## src/design/table_access_pkg.sv

```systemverilog
package table_access_pkg;
  localparam int PTR_W = 16;
  localparam int WORD_W = 16;
  localparam int BYTE_W = 8;
  localparam int FADDR_W = 8;
  localparam logic [15:0] PTR_RST = 16'h0000;
  localparam logic [15:0] LATCH_RST = 16'h0000;
  // Default start of external program space (pointer at or above is external)
  localparam logic [15:0] EXT_BASE_DEF = 16'h1000;
  localparam logic [0:0] SEL_LOW = 1'h0;
  localparam logic [0:0] SEL_HIGH = 1'h1;

  typedef enum logic {
    OP_READ,
    OP_WRITE
  } table_op_e;

  typedef struct packed {
    table_op_e op;
    logic byte_sel;
    logic incr;
    logic [FADDR_W-1:0] faddr;
    logic [BYTE_W-1:0] fdata;
  } table_cmd_s;

  typedef struct packed {
    logic [PTR_W-1:0] addr;
    logic [WORD_W-1:0] data;
  } mem_req_s;
endpackage

```

## src/design/program_memory_table_access.sv

```systemverilog
`timescale 1ns/10ps
// How it works
// RL1 - A table write copies register f into the low latch byte for select 0, high for 1.
// RL2 - After the byte load, the whole latch is written to the word at the pointer.
// RL3 - With increment set the pointer steps by one after the access, else it holds.
// RL4 - A write to external program memory completes in two instruction cycles.
// RL5 - A write to internal EPROM runs until an interrupt arrives, which ends it.
// RL6 - A table write is one word and takes two cycles, or many for on-chip EPROM.
// RL7 - Without programming voltage the internal write still runs but may fail.
// RL8 - A table read gives the selected latch byte to f, reloads the latch, may increment.
module program_memory_table_access
  import table_access_pkg::*;
#(
  parameter logic [15:0] EXT_BASE = EXT_BASE_DEF
) (
  // Clock and reset
  input wire logic ref_clk_i,
  input wire logic sys_rst_i,
  // Instruction issue
  input wire logic cmd_valid_i,
  input wire table_access_pkg::table_cmd_s cmd_i,
  output logic busy_o,
  output logic done_o,
  // Register file write-back for table reads
  output logic f_we_o,
  output logic [table_access_pkg::FADDR_W-1:0] f_addr_o,
  output logic [table_access_pkg::BYTE_W-1:0] f_data_o,
  // Program memory port
  output logic mem_rd_o,
  output logic mem_wr_o,
  output logic mem_ext_o,
  output logic eprom_prog_o,
  output table_access_pkg::mem_req_s mem_req_o,
  input wire logic [table_access_pkg::WORD_W-1:0] mem_rdata_i,
  // Interrupt and programming voltage sense
  input wire logic irq_i,
  input wire logic vpp_present_i,
  output logic prog_unsure_o
);
  import table_access_pkg::*;

  typedef enum logic [1:0] {
    ST_IDLE,
    ST_ACCESS,
    ST_EPROM
  } st_e;

  st_e state_r;
  logic [PTR_W-1:0] table_pointer_r;
  logic [WORD_W-1:0] table_latch_r;
  logic incr_r;
  logic op_wr_r;
  logic irq_s1_r;
  logic irq_s2_r;
  logic vpp_s1_r;
  logic vpp_s2_r;
  logic ext_w;
  logic start_w;
  logic finish_w;
  logic eprom_start_w;

  function automatic logic is_external(input logic [PTR_W-1:0] p);
    return p >= EXT_BASE;
  endfunction

  // Latch with one byte replaced; the latch load and the write word must agree
  function automatic logic [WORD_W-1:0] merge_byte(
    input logic [WORD_W-1:0] cur,
    input logic sel,
    input logic [BYTE_W-1:0] b
  );
    return (sel == SEL_HIGH) ? {b, cur[BYTE_W-1:0]} : {cur[WORD_W-1:BYTE_W], b};
  endfunction

  assign ext_w = is_external(table_pointer_r);
  assign start_w = cmd_valid_i && state_r == ST_IDLE;
  assign eprom_start_w = start_w && cmd_i.op == OP_WRITE && !ext_w;
  // RL5 - interrupt ends EPROM write
  assign finish_w = state_r == ST_ACCESS || (state_r == ST_EPROM && irq_s2_r);

  // Pin-level inputs pass two flops first
  always_ff @(posedge ref_clk_i) begin
    if (sys_rst_i) begin
      irq_s1_r <= 1'h0;
      irq_s2_r <= 1'h0;
      vpp_s1_r <= 1'h0;
      vpp_s2_r <= 1'h0;
    end else begin
      irq_s1_r <= irq_i;
      irq_s2_r <= irq_s1_r;
      vpp_s1_r <= vpp_present_i;
      vpp_s2_r <= vpp_s1_r;
    end
  end

  // RL4 RL6 - cycle count per target
  always_ff @(posedge ref_clk_i) begin
    if (sys_rst_i) begin
      state_r <= ST_IDLE;
      incr_r <= 1'h0;
      op_wr_r <= 1'h0;
    end else begin
      unique case (state_r)
        ST_IDLE: begin
          if (start_w) begin
            incr_r <= cmd_i.incr;
            op_wr_r <= cmd_i.op == OP_WRITE;
            if (cmd_i.op == OP_WRITE && !ext_w) begin
              state_r <= ST_EPROM;
            end else begin
              state_r <= ST_ACCESS;
            end
          end
        end
        ST_ACCESS: begin
          state_r <= ST_IDLE;
        end
        ST_EPROM: begin
          if (irq_s2_r) begin
            state_r <= ST_IDLE;
          end
        end
        // The fourth code is unused; fall back to idle
        default: begin
          state_r <= ST_IDLE;
        end
      endcase
    end
  end

  // RL1 RL8 - latch byte load and reload
  always_ff @(posedge ref_clk_i) begin
    if (sys_rst_i) begin
      table_latch_r <= LATCH_RST;
    end else if (start_w && cmd_i.op == OP_WRITE) begin
      table_latch_r <= merge_byte(table_latch_r, cmd_i.byte_sel, cmd_i.fdata);
    end else if (state_r == ST_ACCESS && !op_wr_r) begin
      table_latch_r <= mem_rdata_i;
    end
  end

  // RL3 - post-increment after access
  always_ff @(posedge ref_clk_i) begin
    if (sys_rst_i) begin
      table_pointer_r <= PTR_RST;
    end else if (finish_w && incr_r) begin
      table_pointer_r <= table_pointer_r + 16'h0001;
    end
  end

  // RL8 - selected byte to register f
  always_ff @(posedge ref_clk_i) begin
    if (sys_rst_i) begin
      f_we_o <= 1'h0;
      f_addr_o <= '0;
      f_data_o <= '0;
    end else begin
      f_we_o <= start_w && cmd_i.op == OP_READ;
      if (start_w) begin
        f_addr_o <= cmd_i.faddr;
        f_data_o <= (cmd_i.byte_sel == SEL_HIGH) ? table_latch_r[15:8] : table_latch_r[7:0];
      end
    end
  end

  // RL4 - one-cycle memory strobes
  always_ff @(posedge ref_clk_i) begin
    if (sys_rst_i) begin
      mem_rd_o <= 1'h0;
      mem_wr_o <= 1'h0;
      mem_ext_o <= 1'h0;
    end else begin
      mem_rd_o <= start_w && cmd_i.op == OP_READ;
      mem_wr_o <= start_w && cmd_i.op == OP_WRITE && ext_w;
      mem_ext_o <= start_w ? ext_w : (state_r == ST_ACCESS ? 1'h0 : mem_ext_o);
    end
  end

  // RL5 - programming until interrupt
  always_ff @(posedge ref_clk_i) begin
    if (sys_rst_i) begin
      eprom_prog_o <= 1'h0;
    end else if (eprom_start_w) begin
      eprom_prog_o <= 1'h1;
    end else if (state_r == ST_EPROM && irq_s2_r) begin
      eprom_prog_o <= 1'h0;
    end
  end

  // RL7 - doubtful program flag
  // Programming is never gated on the supply; the flag only tells software
  // Sticky until the next programming start, and a set beats that clear
  always_ff @(posedge ref_clk_i) begin
    if (sys_rst_i) begin
      prog_unsure_o <= 1'h0;
    end else if (eprom_prog_o && !vpp_s2_r) begin
      prog_unsure_o <= 1'h1;
    end else if (eprom_start_w) begin
      prog_unsure_o <= 1'h0;
    end
  end

  // RL2 - whole latch to word
  always_ff @(posedge ref_clk_i) begin
    if (sys_rst_i) begin
      mem_req_o <= '0;
    end else if (start_w) begin
      mem_req_o.addr <= table_pointer_r;
      if (cmd_i.op == OP_WRITE) begin
        mem_req_o.data <= merge_byte(table_latch_r, cmd_i.byte_sel, cmd_i.fdata);
      end else begin
        mem_req_o.data <= table_latch_r;
      end
    end
  end

  // RL6 - busy and completion
  always_ff @(posedge ref_clk_i) begin
    if (sys_rst_i) begin
      busy_o <= 1'h0;
      done_o <= 1'h0;
    end else begin
      busy_o <= start_w || (state_r != ST_IDLE && !finish_w);
      done_o <= finish_w;
    end
  end
endmodule

```

## config.mk

```make
export PLATFORM = sky130hd
export DESIGN_NAME = program_memory_table_access
export DESIGN_NICKNAME = d
export VERILOG_FILES = /design/src/design/table_access_pkg.sv /design/src/design/program_memory_table_access.sv
export SDC_FILE = /design/constraint.sdc
export NUM_CORES = 1
export LEC_CHECK = 0
export ABC_CLOCK_PERIOD_IN_PS = 1800
export BUFFER_PORTS_ARGS = -buffer_cell sky130_fd_sc_hd__buf_2
export CAP_MARGIN = 20
export CORE_MARGIN = 2
export CORE_UTILIZATION = 53
export DETAILED_ROUTE_END_ITERATION = 7
export GPL_ROUTABILITY_DRIVEN = 0
export PLACE_DENSITY = 0.89
export SLEW_MARGIN = 20
export SYNTH_ARGS = -nofsm -noshare
export SYNTH_HDL_FRONTEND = slang
export SYNTH_SLANG_ARGS = --single-unit
export TNS_END_PERCENT = 30
```

## constraint.sdc

```tcl
create_clock -name ref_clk_i -period 1.8 [get_ports ref_clk_i]
set_input_delay 0.18 -clock ref_clk_i [delete_from_list [all_inputs] [get_ports ref_clk_i]]
set_output_delay 0.18 -clock ref_clk_i [all_outputs]
set_load 0.05 [all_outputs]
```

==> results of run 1 <==
state kept, by name, summed over array words and instances, names as in the netlist:
| name | count |
|---|---|
| mem_rd_o | 1 |
| done_o | 1 |
| eprom_prog_o | 1 |
| vpp_s2_r | 1 |
| f_data_o | 8 |
| incr_r | 1 |
| op_wr_r | 1 |
| busy_o | 1 |
| mem_ext_o | 1 |
| f_addr_o | 8 |
| mem_req_o | 32 |
| state_r | 2 |
| mem_wr_o | 1 |
| vpp_s1_r | 1 |
| table_pointer_r | 16 |
| irq_s2_r | 1 |
| prog_unsure_o | 1 |
| table_latch_r | 16 |
| irq_s1_r | 1 |
final cells by class:
class	count	area, um2	area share [%]
Multi-Input combinational cell	334	2020	40.7
Sequential cell	95	1900	38.3
Timing Repair Buffer	114	693	14.0
Clock buffer	10	138	2.77
Tap cell	102	128	2.57
Clock inverter	6	68.8	1.39
Inverter	4	15.0	0.302
power by group through the flow:
stage / combinational, mW / clock [mW] / sequential [mW]
3_3_place_gp: 0.786 / 0 / 2.32
6_report: 0.810 / 1.45 / 2.28
4_1_cts: 0.808 / 1.46 / 2.28
3_5_place_dp: 0.806 / 0 / 2.33
5_1_grt: 0.873 / 1.54 / 2.29
2_1_floorplan: 0.364 / 0 / 2.52
cells in the mapped netlist (5+ instances only):
library cell / instances
nor3b_1: 13
o21ai_0: 7
buf_2: 6
buf_1: 5
a221oi_1: 6
mux2i_1: 25
nor2b_1: 22
or3_1: 5
a211oi_1: 25
clkbuf_1: 23
nor2_1: 30
dfxtp_1: 95
o211ai_1: 12
a311oi_1: 6
nand2_1: 78
a21oi_1: 56
nand3b_1: 11
routing by layer:
metal	wire (um)	global-route usage, %	up-vias
met5	0	0	-
met4	174	8.46	0
met3	553	3.94	16
met2	4740	38.8	141
met1	4470	30.4	1757
li1	-	-	1836
repair_timing:
action | 4_1_cts | 5_1_grt
setup buffers | 0 | 1
gates resized for setup | 0 | 1
endpoints found under the setup margin | 0 | 8
cell families (layout without fill, tap and decap cells):
family                   after synthesis  count (layout)  synth area share (%)
AND/OR/NAND/NOR                      181             181                  22.1
AO/OA/AOI/OAI                        120             120                  18.8
flip-flops                            95              95                  46.1
buffers and inverters                 44             134                  5.01
multiplexers                          25              25                  6.07
XOR/XNOR                               6               6                  1.28
adder cells (fa/ha/maj)                2               2                 0.607
stage by stage:
step | hold slack [ns] | setup WS, ns | power, mW | area (um2)
after floorplan | 0.308 | 0.200 | 2.89 | 4120
after global placement | 0.388 | 0.180 | 3.11 | 4750
after detailed placement | 0.400 | 0.0621 | 3.13 | 4750
after CTS | 0.0305 | 0.0415 | 4.54 | 4960
after global routing | 0.0489 | 0.0434 | 4.70 | 4970
final | 0.0327 | 0.111 | 4.54 | 4970
worst max-delay path: stages (launching register included):
cell and delay [ns]:
dfxtp_1 0.38, or3b_2 0.75, buf_4 0.27, nand2_1 0.09
a21oi_1 0.07
worst max path at each step:
stage | startpoint | to | slack, ns | cells past startpoint
floorplan | state_r[1] | table_pointer_r[12] | 0.20 | 7
global placement | state_r[0] | table_pointer_r[12] | 0.18 | 4
detailed placement | state_r[0] | table_pointer_r[10] | 0.06 | 4
CTS | state_r[0] | table_pointer_r[12] | 0.04 | 4
global route | state_r[0] | mem_req_o[11] | 0.04 | 4
finish | state_r[0] | op_wr_r | 0.11 | 4
==> key figures, run 1 <==
Drt
  – Number of remaining DRC errors: 0
  – Via count: 3750
  – Number of DRC violations after detailed-routing iteration 0: 192
  – Ratio of routed vias to standard cells: 5.64
  – Total Wirelength: 9.93 mm
  – Detail Route Antenna Nets: 0
  – Number of iterations in the first detailed-routing pass: 4
  – Avg WL per Cell: 14.9 um

Timing
  – Hold Fails Final Rpt: 0
  – Maximum achievable frequency: 592 MHz
  – Shortest clock period the worst path allows after layout: 1.69 ns
  – Headroom to the max-slew limit: 62.5%
  – Finish-stage setup viols: 0
  – Unrepaired setup endpoints after global routing: false
  – Portion of the clock cycle consumed by the worst path in the final layout: 93.9%
  – Max-slew violation count: 0
  – Post-Route Setup TNS: 0 ns
  – Transition time of the tightest slew-check pin: 0.562 ns
  – Clock Skews: 0.0104 ns

Clock tree
  – Clock tree from TritonCTS: yes
  – CTS sink count: 95
  – H-tree lvl count: 3
  – Clock transition at the register clock pins on the worst setup and hold paths after CTS: 0.09 ns
  – Clock Latency Late Sink: 0.36 ns
  – Total of hold buffers inserted after clock tree synthesis: 0
  – Number of clock buffers inserted by TritonCTS: 9
  – Clock tree root driver cell: clkbuf_8
  – Buffer depth of the longest clock path: 2

Finish
  – Filler-free cell count of the finished design: 665
  – Most frequent cells in the layout: dfxtp_1, buf_2, nand2_1
  – P&R area growth vs syn: 20.6%
  – Final core utilization: 65.0%
  – Fraction of final layout cells sized beyond drive strength 1: 24.2%
  – Nets: 600
  – Filler cell count: 610
  – Number of diodes: 0

Yosys
  – Post-synthesis cell count: 473
  – Avg Synthesized Cell Area: 8.71 um2
  – Post-synth EDFFs: 0
  – Top area cells in the synthesized netlist: dfxtp_1, nand2_1, a21oi_1
  – Post-synthesis cell type count: 39
  – Synth Flop Type: dfxtp_1
  – Library cell with the largest summed area after synthesis: dfxtp_1
  – Share of Yosys cell area claimed by the top area cell type: 46.1%
  – Net count after synthesis: 515
  – Async set-or-reset flop fraction in the synthesized netlist: 0%
  – Fraction of the yosys area taken by sequential cells: 46.1%
  – Synth Register Bits: 95
  – Post-Synthesis Cell Area: 0.00412 mm2
  – Warnings, synthesis: 0

Die
  – Die boundary height: 92.2 um
  – Die X-Extent: 92.2 um
  – Die Outline Area: 0.00850 mm2
  – Boundary Pins: 96
  – Initial core utilization: 53.9%
  – Area of the core region: 0.00765 mm2
  – Number of placement rows: 32

Run status
  – Outcome: finished, final reports clean

Pwr
  – Total power density per cell area: 913 mW/mm2
  – Net switching share of the total power: 30.2%
  – Largest vdd supply drop: 0.000480 V
  – Total net switching power: 1.37 mW
  – Leakage power figure: 1.99 nW
  – P_int: 3.17 mW
  – Clock network fraction of total power: 31.8%
  – Flop pwr share: 50.3%
  – Combinational share of power: 17.9%

Placed design
  – Count of buffers from port buffering: 95
  – Number of instances in the placed design: 648
  – Hpwl dp: 6.86 mm

Global routing
  – Vias in the first global route: 3403
  – Maximum number of pins on one net before global-route repair: 47
  – Total GRT Usage: 23.3%
  – Global-route wire length before repair: 16.1 mm
  – Total congestion overflow: 0
  – Initial antenna violation count: 0

Min path
  – Worst min-delay path endpoint: vpp_s1_r
  – Worst hold stages: 2
  – Hold path startpoint: vpp_present_i
  – Hold WC Path Type: input pin to register

Worst setup path
  – Nature of the critical path startpoint: register
  – Capture instance of the worst register-to-register path: op_wr_r
  – Endpoint type of the worst setup path: register
  – Worst endpoint data arrival time: 1.92 ns
  – Required time at the worst-slack endpoint: 2.03 ns
  – Worst flop-to-flop path startpoint: state_r[0]
  – Largest driver fanout on the critical path: 23
  – Slack of the worst reg-to-reg path: 0.11 ns
  – Setup Crit Path Kind: register to register
  – FF-to-FF path depth: 4

Job
  – Number of max-capacitance violations reported: 0
No activity file was read; power rests on OpenSTA's default activity.
==> inputs of run 2 (changes only) <==
- CORE_UTILIZATION: 53 -> 40
- PLACE_DENSITY: 0.89 -> 0.72
==> key figures, run 2 (synthesis gave the netlist of run 1 again) <==
Worst setup path
  – FF-to-FF path depth: 4
  – Required time at the worst-slack endpoint: 2.10 ns
  – Endpoint type of the worst setup path: register
  – Worst endpoint data arrival time: 1.98 ns
  – Nature of the critical path startpoint: register
  – Setup Crit Path Kind: register to register
  – Largest driver fanout on the critical path: 9

Timing
  – Finish-stage setup viols: 0
  – Maximum achievable frequency: 596 MHz
  – Hold Fails Final Rpt: 0
  – Post-Route Setup TNS: 0 ns
  – Smallest setup slack after layout: 0.122 ns
  – Max-slew violation count: 0
  – Transition time of the tightest slew-check pin: 0.621 ns
  – Portion of the clock cycle consumed by the worst path in the final layout: 93.2%
  – Shortest clock period the worst path allows after layout: 1.68 ns
  – Unrepaired setup endpoints after global routing: false
  – Headroom to the max-slew limit: 58.6%
  – Clock Skews: 0.0172 ns

Drt
  – Ratio of routed vias to standard cells: 5.21
  – Number of remaining DRC errors: 0
  – Number of DRC violations after detailed-routing iteration 0: 176
  – Avg WL per Cell: 14.1 um
  – Total Wirelength: 9.91 mm
  – Number of iterations in the first detailed-routing pass: 4
  – Detail Route Antenna Nets: 0
  – Via count: 3660

Pwr
  – Clock network fraction of total power: 33.8%
  – Leakage power figure: 2.01 nW
  – Flop pwr share: 49.0%
  – P_int: 3.27 mW
  – Total power density per cell area: 923 mW/mm2
  – Total net switching power: 1.38 mW
  – Largest vdd supply drop: 0.000616 V
  – Combinational share of power: 17.2%
  – Net switching share of the total power: 29.7%

Global routing
  – Vias in the first global route: 3350
  – Initial antenna violation count: 1
  – Total GRT Usage: 18.1%
  – Maximum number of pins on one net before global-route repair: 56
  – Total congestion overflow: 0
  – Global-route wire length before repair: 16.2 mm

Die
  – Die X-Extent: 106 um
  – Die Outline Area: 0.0111 mm2
  – Boundary Pins: 96
  – Number of placement rows: 37
  – Initial core utilization: 40.5%
  – Die boundary height: 106 um
  – Area of the core region: 0.0102 mm2

Min path
  – Hold WC Path Type: input pin to register
  – Worst hold stages: 2

Finish
  – Top flop regs: mem_req_o: 32 flops, table_latch_r: 16 flops, table_pointer_r: 16 flops
  – Filler cell count: 980
  – Nets: 603
  – P&R area growth vs syn: 22.4%
  – Register with the most flip-flops: mem_req_o
  – Filler-free cell count of the finished design: 702
  – Most common cell after layout, fill and taps aside: dfxtp_1
  – Most frequent cells in the layout: dfxtp_1, buf_2, nand2_1
  – Number of diodes: 0
  – Fraction of final layout cells sized beyond drive strength 1: 24.2%
  – Flip-flop count of the largest register after layout: 32

Placed design
  – Count of buffers from port buffering: 95
  – Hpwl dp: 6.86 mm
  – Number of instances in the placed design: 684
  – Setup WS pre-CTS: 0.104 ns

Clock tree
  – Buffer depth of the longest clock path: 2
  – H-tree lvl count: 3
  – Clock tree root driver cell: clkbuf_8
  – Clock tree from TritonCTS: yes
  – Clock Latency Late Sink: 0.37 ns
  – CTS sink count: 95
  – Clock transition at the register clock pins on the worst setup and hold paths after CTS: 0.10 ns
  – Number of clock buffers inserted by TritonCTS: 9

Job
  – Number of max-capacitance violations reported: 0

Run status
  – Outcome: finished, final reports clean
## run 2: power by group through the flow
stage | sequential [mW] | clock, mW | combinational (mW)
2_1_floorplan | 2.52 | 0 | 0.364
3_3_place_gp | 2.32 | 0 | 0.788
3_5_place_dp | 2.33 | 0 | 0.802
4_1_cts | 2.28 | 1.62 | 0.805
5_1_grt | 2.29 | 1.72 | 0.865
6_report | 2.28 | 1.58 | 0.800
## run 2: critical path: stages (launching register included)
cell and delay [ns]:
dfxtp_1 0.50, and3b_1 0.30, o211ai_4 0.14, or4_1 0.52, a21oi_1 0.15
## run 2: path summary, 6_finish.rpt
kind	from	end	slack, ns
max	state_r[1]	table_pointer_r[10]	0.12
min	vpp_present_i	vpp_s1_r	0.02
max reg2reg	state_r[1]	table_pointer_r[10]	0.12
min reg2reg	irq_s1_r	irq_s2_r	0.45
## run 2: metrics by stage
stage	instance area (um2)	hold slack, ns	utilization, %	total power [mW]
after CTS	5040	0.00684	49.4	4.70
final	5040	0.0235	49.5	4.66
after global routing	5040	0.0275	49.5	4.88
after floorplan	4120	0.308	-	2.89
after global placement	4800	0.395	47.1	3.11
after detailed placement	4800	0.393	47.1	3.13
## run 2: area by class of cell
type,count,area (um2),area share (%)
clock buffers,9,124,2.46
clock inverters,7,101,2.01
inverters,4,15.0,0.298
multi-input cells,334,2020,40.1
flip-flops and latches,95,1900,37.7
well taps,136,170,3.37
repair buffers,117,708,14.0
## run 2: timing repair
action                                  CTS  global route
buffers inserted                          0             1
endpoints found under the setup margin    0             5
endpoints found under the hold margin     1             0
resized for setup                         0             0
hold buffers                              1             0
## run 2: per-layer routing
metal  vias to the layer above  global-route usage (%)  share of wire (%)
met5                         -                       0                  0
met4                         0                    6.02                1.1
met3                         7                    4.14                5.1
met2                        91                    29.0                 47
met1                      1709                    24.2                 47
li1                       1853                       -                  -
==> inputs of run 3 (changes only) <==
- REMOVE_ABC_BUFFERS: default -> 1
==> key figures, run 3 (synthesis gave the netlist of run 1 again) <==
Run status
  – Outcome: finished, final reports clean

Drt
  – Top metal layer carrying routed signals: met4
  – Via count: 3698
  – Number of iterations in the first detailed-routing pass: 4
  – Ratio of routed vias to standard cells: 5.30
  – Number of DRC violations after detailed-routing iteration 0: 137
  – Number of remaining DRC errors: 0
  – Met3 WL post-DR: 801 um
  – Avg WL per Cell: 14.0 um
  – Wire length on met1: 4.26 mm
  – Total Wirelength: 9.75 mm
  – Met2 wire length: 4.62 mm
  – Detail Route Antenna Nets: 0

Global routing
  – Total congestion overflow: 0
  – Maximum number of pins on one net before global-route repair: 45
  – Initial antenna violation count: 0
  – Vias in the first global route: 3530
  – Global-route wire length before repair: 16.4 mm
  – Total GRT Usage: 17.8%

Worst setup path
  – Buffers and inverters on the worst path: 0
  – Delay of the slowest cell on the worst path: 0.42 ns
  – Crit path cell chain: and3b_1 -> o211ai_1 -> or3_1 -> a21oi_1
  – Setup Crit Path Kind: register to register
  – Worst endpoint data arrival time: 1.93 ns
  – Required time at the worst-slack endpoint: 2.10 ns
  – Family with the most delay on the worst path: simple AND/OR/NAND/NOR gates
  – Largest driver fanout on the critical path: 9
  – Max stage delay cell, worst path: or3_1
  – Nature of the critical path startpoint: register
  – Endpoint type of the worst setup path: register

Clock tree
  – Clock tree from TritonCTS: yes
  – Clock tree root driver cell: clkbuf_8
  – H-tree lvl count: 3
  – Setup Buffers After CTS: 0
  – Clock Latency Late Sink: 0.36 ns
  – Number of instances resized during post-cts repair: 0
  – Clock transition at the register clock pins on the worst setup and hold paths after CTS: 0.09 ns
  – Total of hold buffers inserted after clock tree synthesis: 0
  – Number of clock buffers inserted by TritonCTS: 9
  – CTS sink count: 95
  – Buffer depth of the longest clock path: 2

Finish
  – Top flop regs: mem_req_o: 32 flops, table_latch_r: 16 flops, table_pointer_r: 16 flops
  – Flip-flop count of the largest register after layout: 32
  – Filler cell count: 1018
  – Fraction of final layout cells sized beyond drive strength 1: 24.0%
  – Filler-free cell count of the finished design: 698
  – Number of diodes: 0
  – P&R area growth vs syn: 21.4%
  – Nets: 599
  – Most common cell after layout, fill and taps aside: buf_2
  – Final Cell Area: 0.00500 mm2
  – Register with the most flip-flops: mem_req_o
  – Most frequent cells in the layout: buf_2, dfxtp_1, nand2_1
  – Final core utilization: 49.1%

Die
  – Area of the core region: 0.0102 mm2
  – Die boundary height: 106 um
  – Boundary Pins: 96
  – Die X-Extent: 106 um
  – Die Outline Area: 0.0111 mm2
  – Number of placement rows: 37
  – Initial core utilization: 40.5%

Placed design
  – Hpwl dp: 6.67 mm
  – Setup WS pre-CTS: 0.0909 ns
  – Number of instances in the placed design: 682
  – Post-place instance area: 0.00480 mm2
  – Count of buffers from port buffering: 95

Job
  – Number of max-capacitance violations reported: 0

Timing
  – Unrepaired setup endpoints after global routing: false
  – Smallest setup slack after layout: 0.167 ns
  – Max-slew violation count: 0
  – Maximum achievable frequency: 612 MHz
  – Shortest clock period the worst path allows after layout: 1.63 ns
  – Transition time of the tightest slew-check pin: 0.591 ns
  – Clock Skews: 0.0114 ns
  – Headroom to the max-slew limit: 60.4%
  – Portion of the clock cycle consumed by the worst path in the final layout: 90.7%
  – Hold Fails Final Rpt: 0
  – Finish-stage setup viols: 0
  – Post-Route Setup TNS: 0 ns

Pwr
  – Total power density per cell area: 901 mW/mm2
  – Largest vdd supply drop: 0.000512 V
  – Leakage power figure: 1.99 nW

Min path
  – Hold WC Path Type: input pin to register
==> run 3: changes by cell type in the layout (fill, tap and decap cells not counted), sizes merged <==
cell,before,now
clkbuf,9,10
clkinv,0,2
bufinv,2,1
buf,116,113
dlygate4sd3,1,0
inv,7,5
==> run 3: per-stage QoR <==
step	hold slack [ns]	power, mW
6_report	0.0322	4.51
2_1_floorplan	0.249	2.82
3_5_place_dp	0.406	3.13
4_1_cts	0.0176	4.57
5_1_grt	0.0244	4.73
3_3_place_gp	0.402	3.10
==> run 3: routing by layer <==
layer / up-vias / global-route usage, %
met5: - / 0
met4: 0 / 3.10
met3: 8 / 6.74
met2: 107 / 30.4
met1: 1745 / 21.8
li1: 1838 / -
==> run 3: area by class of cell <==
type                       count  area [um2]  area share (%)
inverter                       4        15.0           0.300
multi-input combinational    334        2020            40.4
timing repair buffer         113         686            13.7
tap                          136         170            3.40
clock buffer                  10         138            2.75
clock inverter                 6        67.6            1.35
sequential                    95        1900            38.0
==> run 3: path summary, 6_finish.rpt <==
kind                            slack, ns                  end          start  cells after the start
worst max-delay path                 0.17  table_pointer_r[15]     state_r[0]                      4
worst max register to register       0.17  table_pointer_r[15]     state_r[0]                      4
worst min register to register       0.45             vpp_s2_r       vpp_s1_r                      1
worst min-delay path                 0.03             vpp_s1_r  vpp_present_i                      2
==> run 3: where the power goes <==
part	switching [mW]	internal, mW	leakage, nW
logic	0.532	0.268	1.11
registers	0.0698	2.21	0.776
clock network	0.746	0.685	0.0989
total	1.35	3.16	1.99
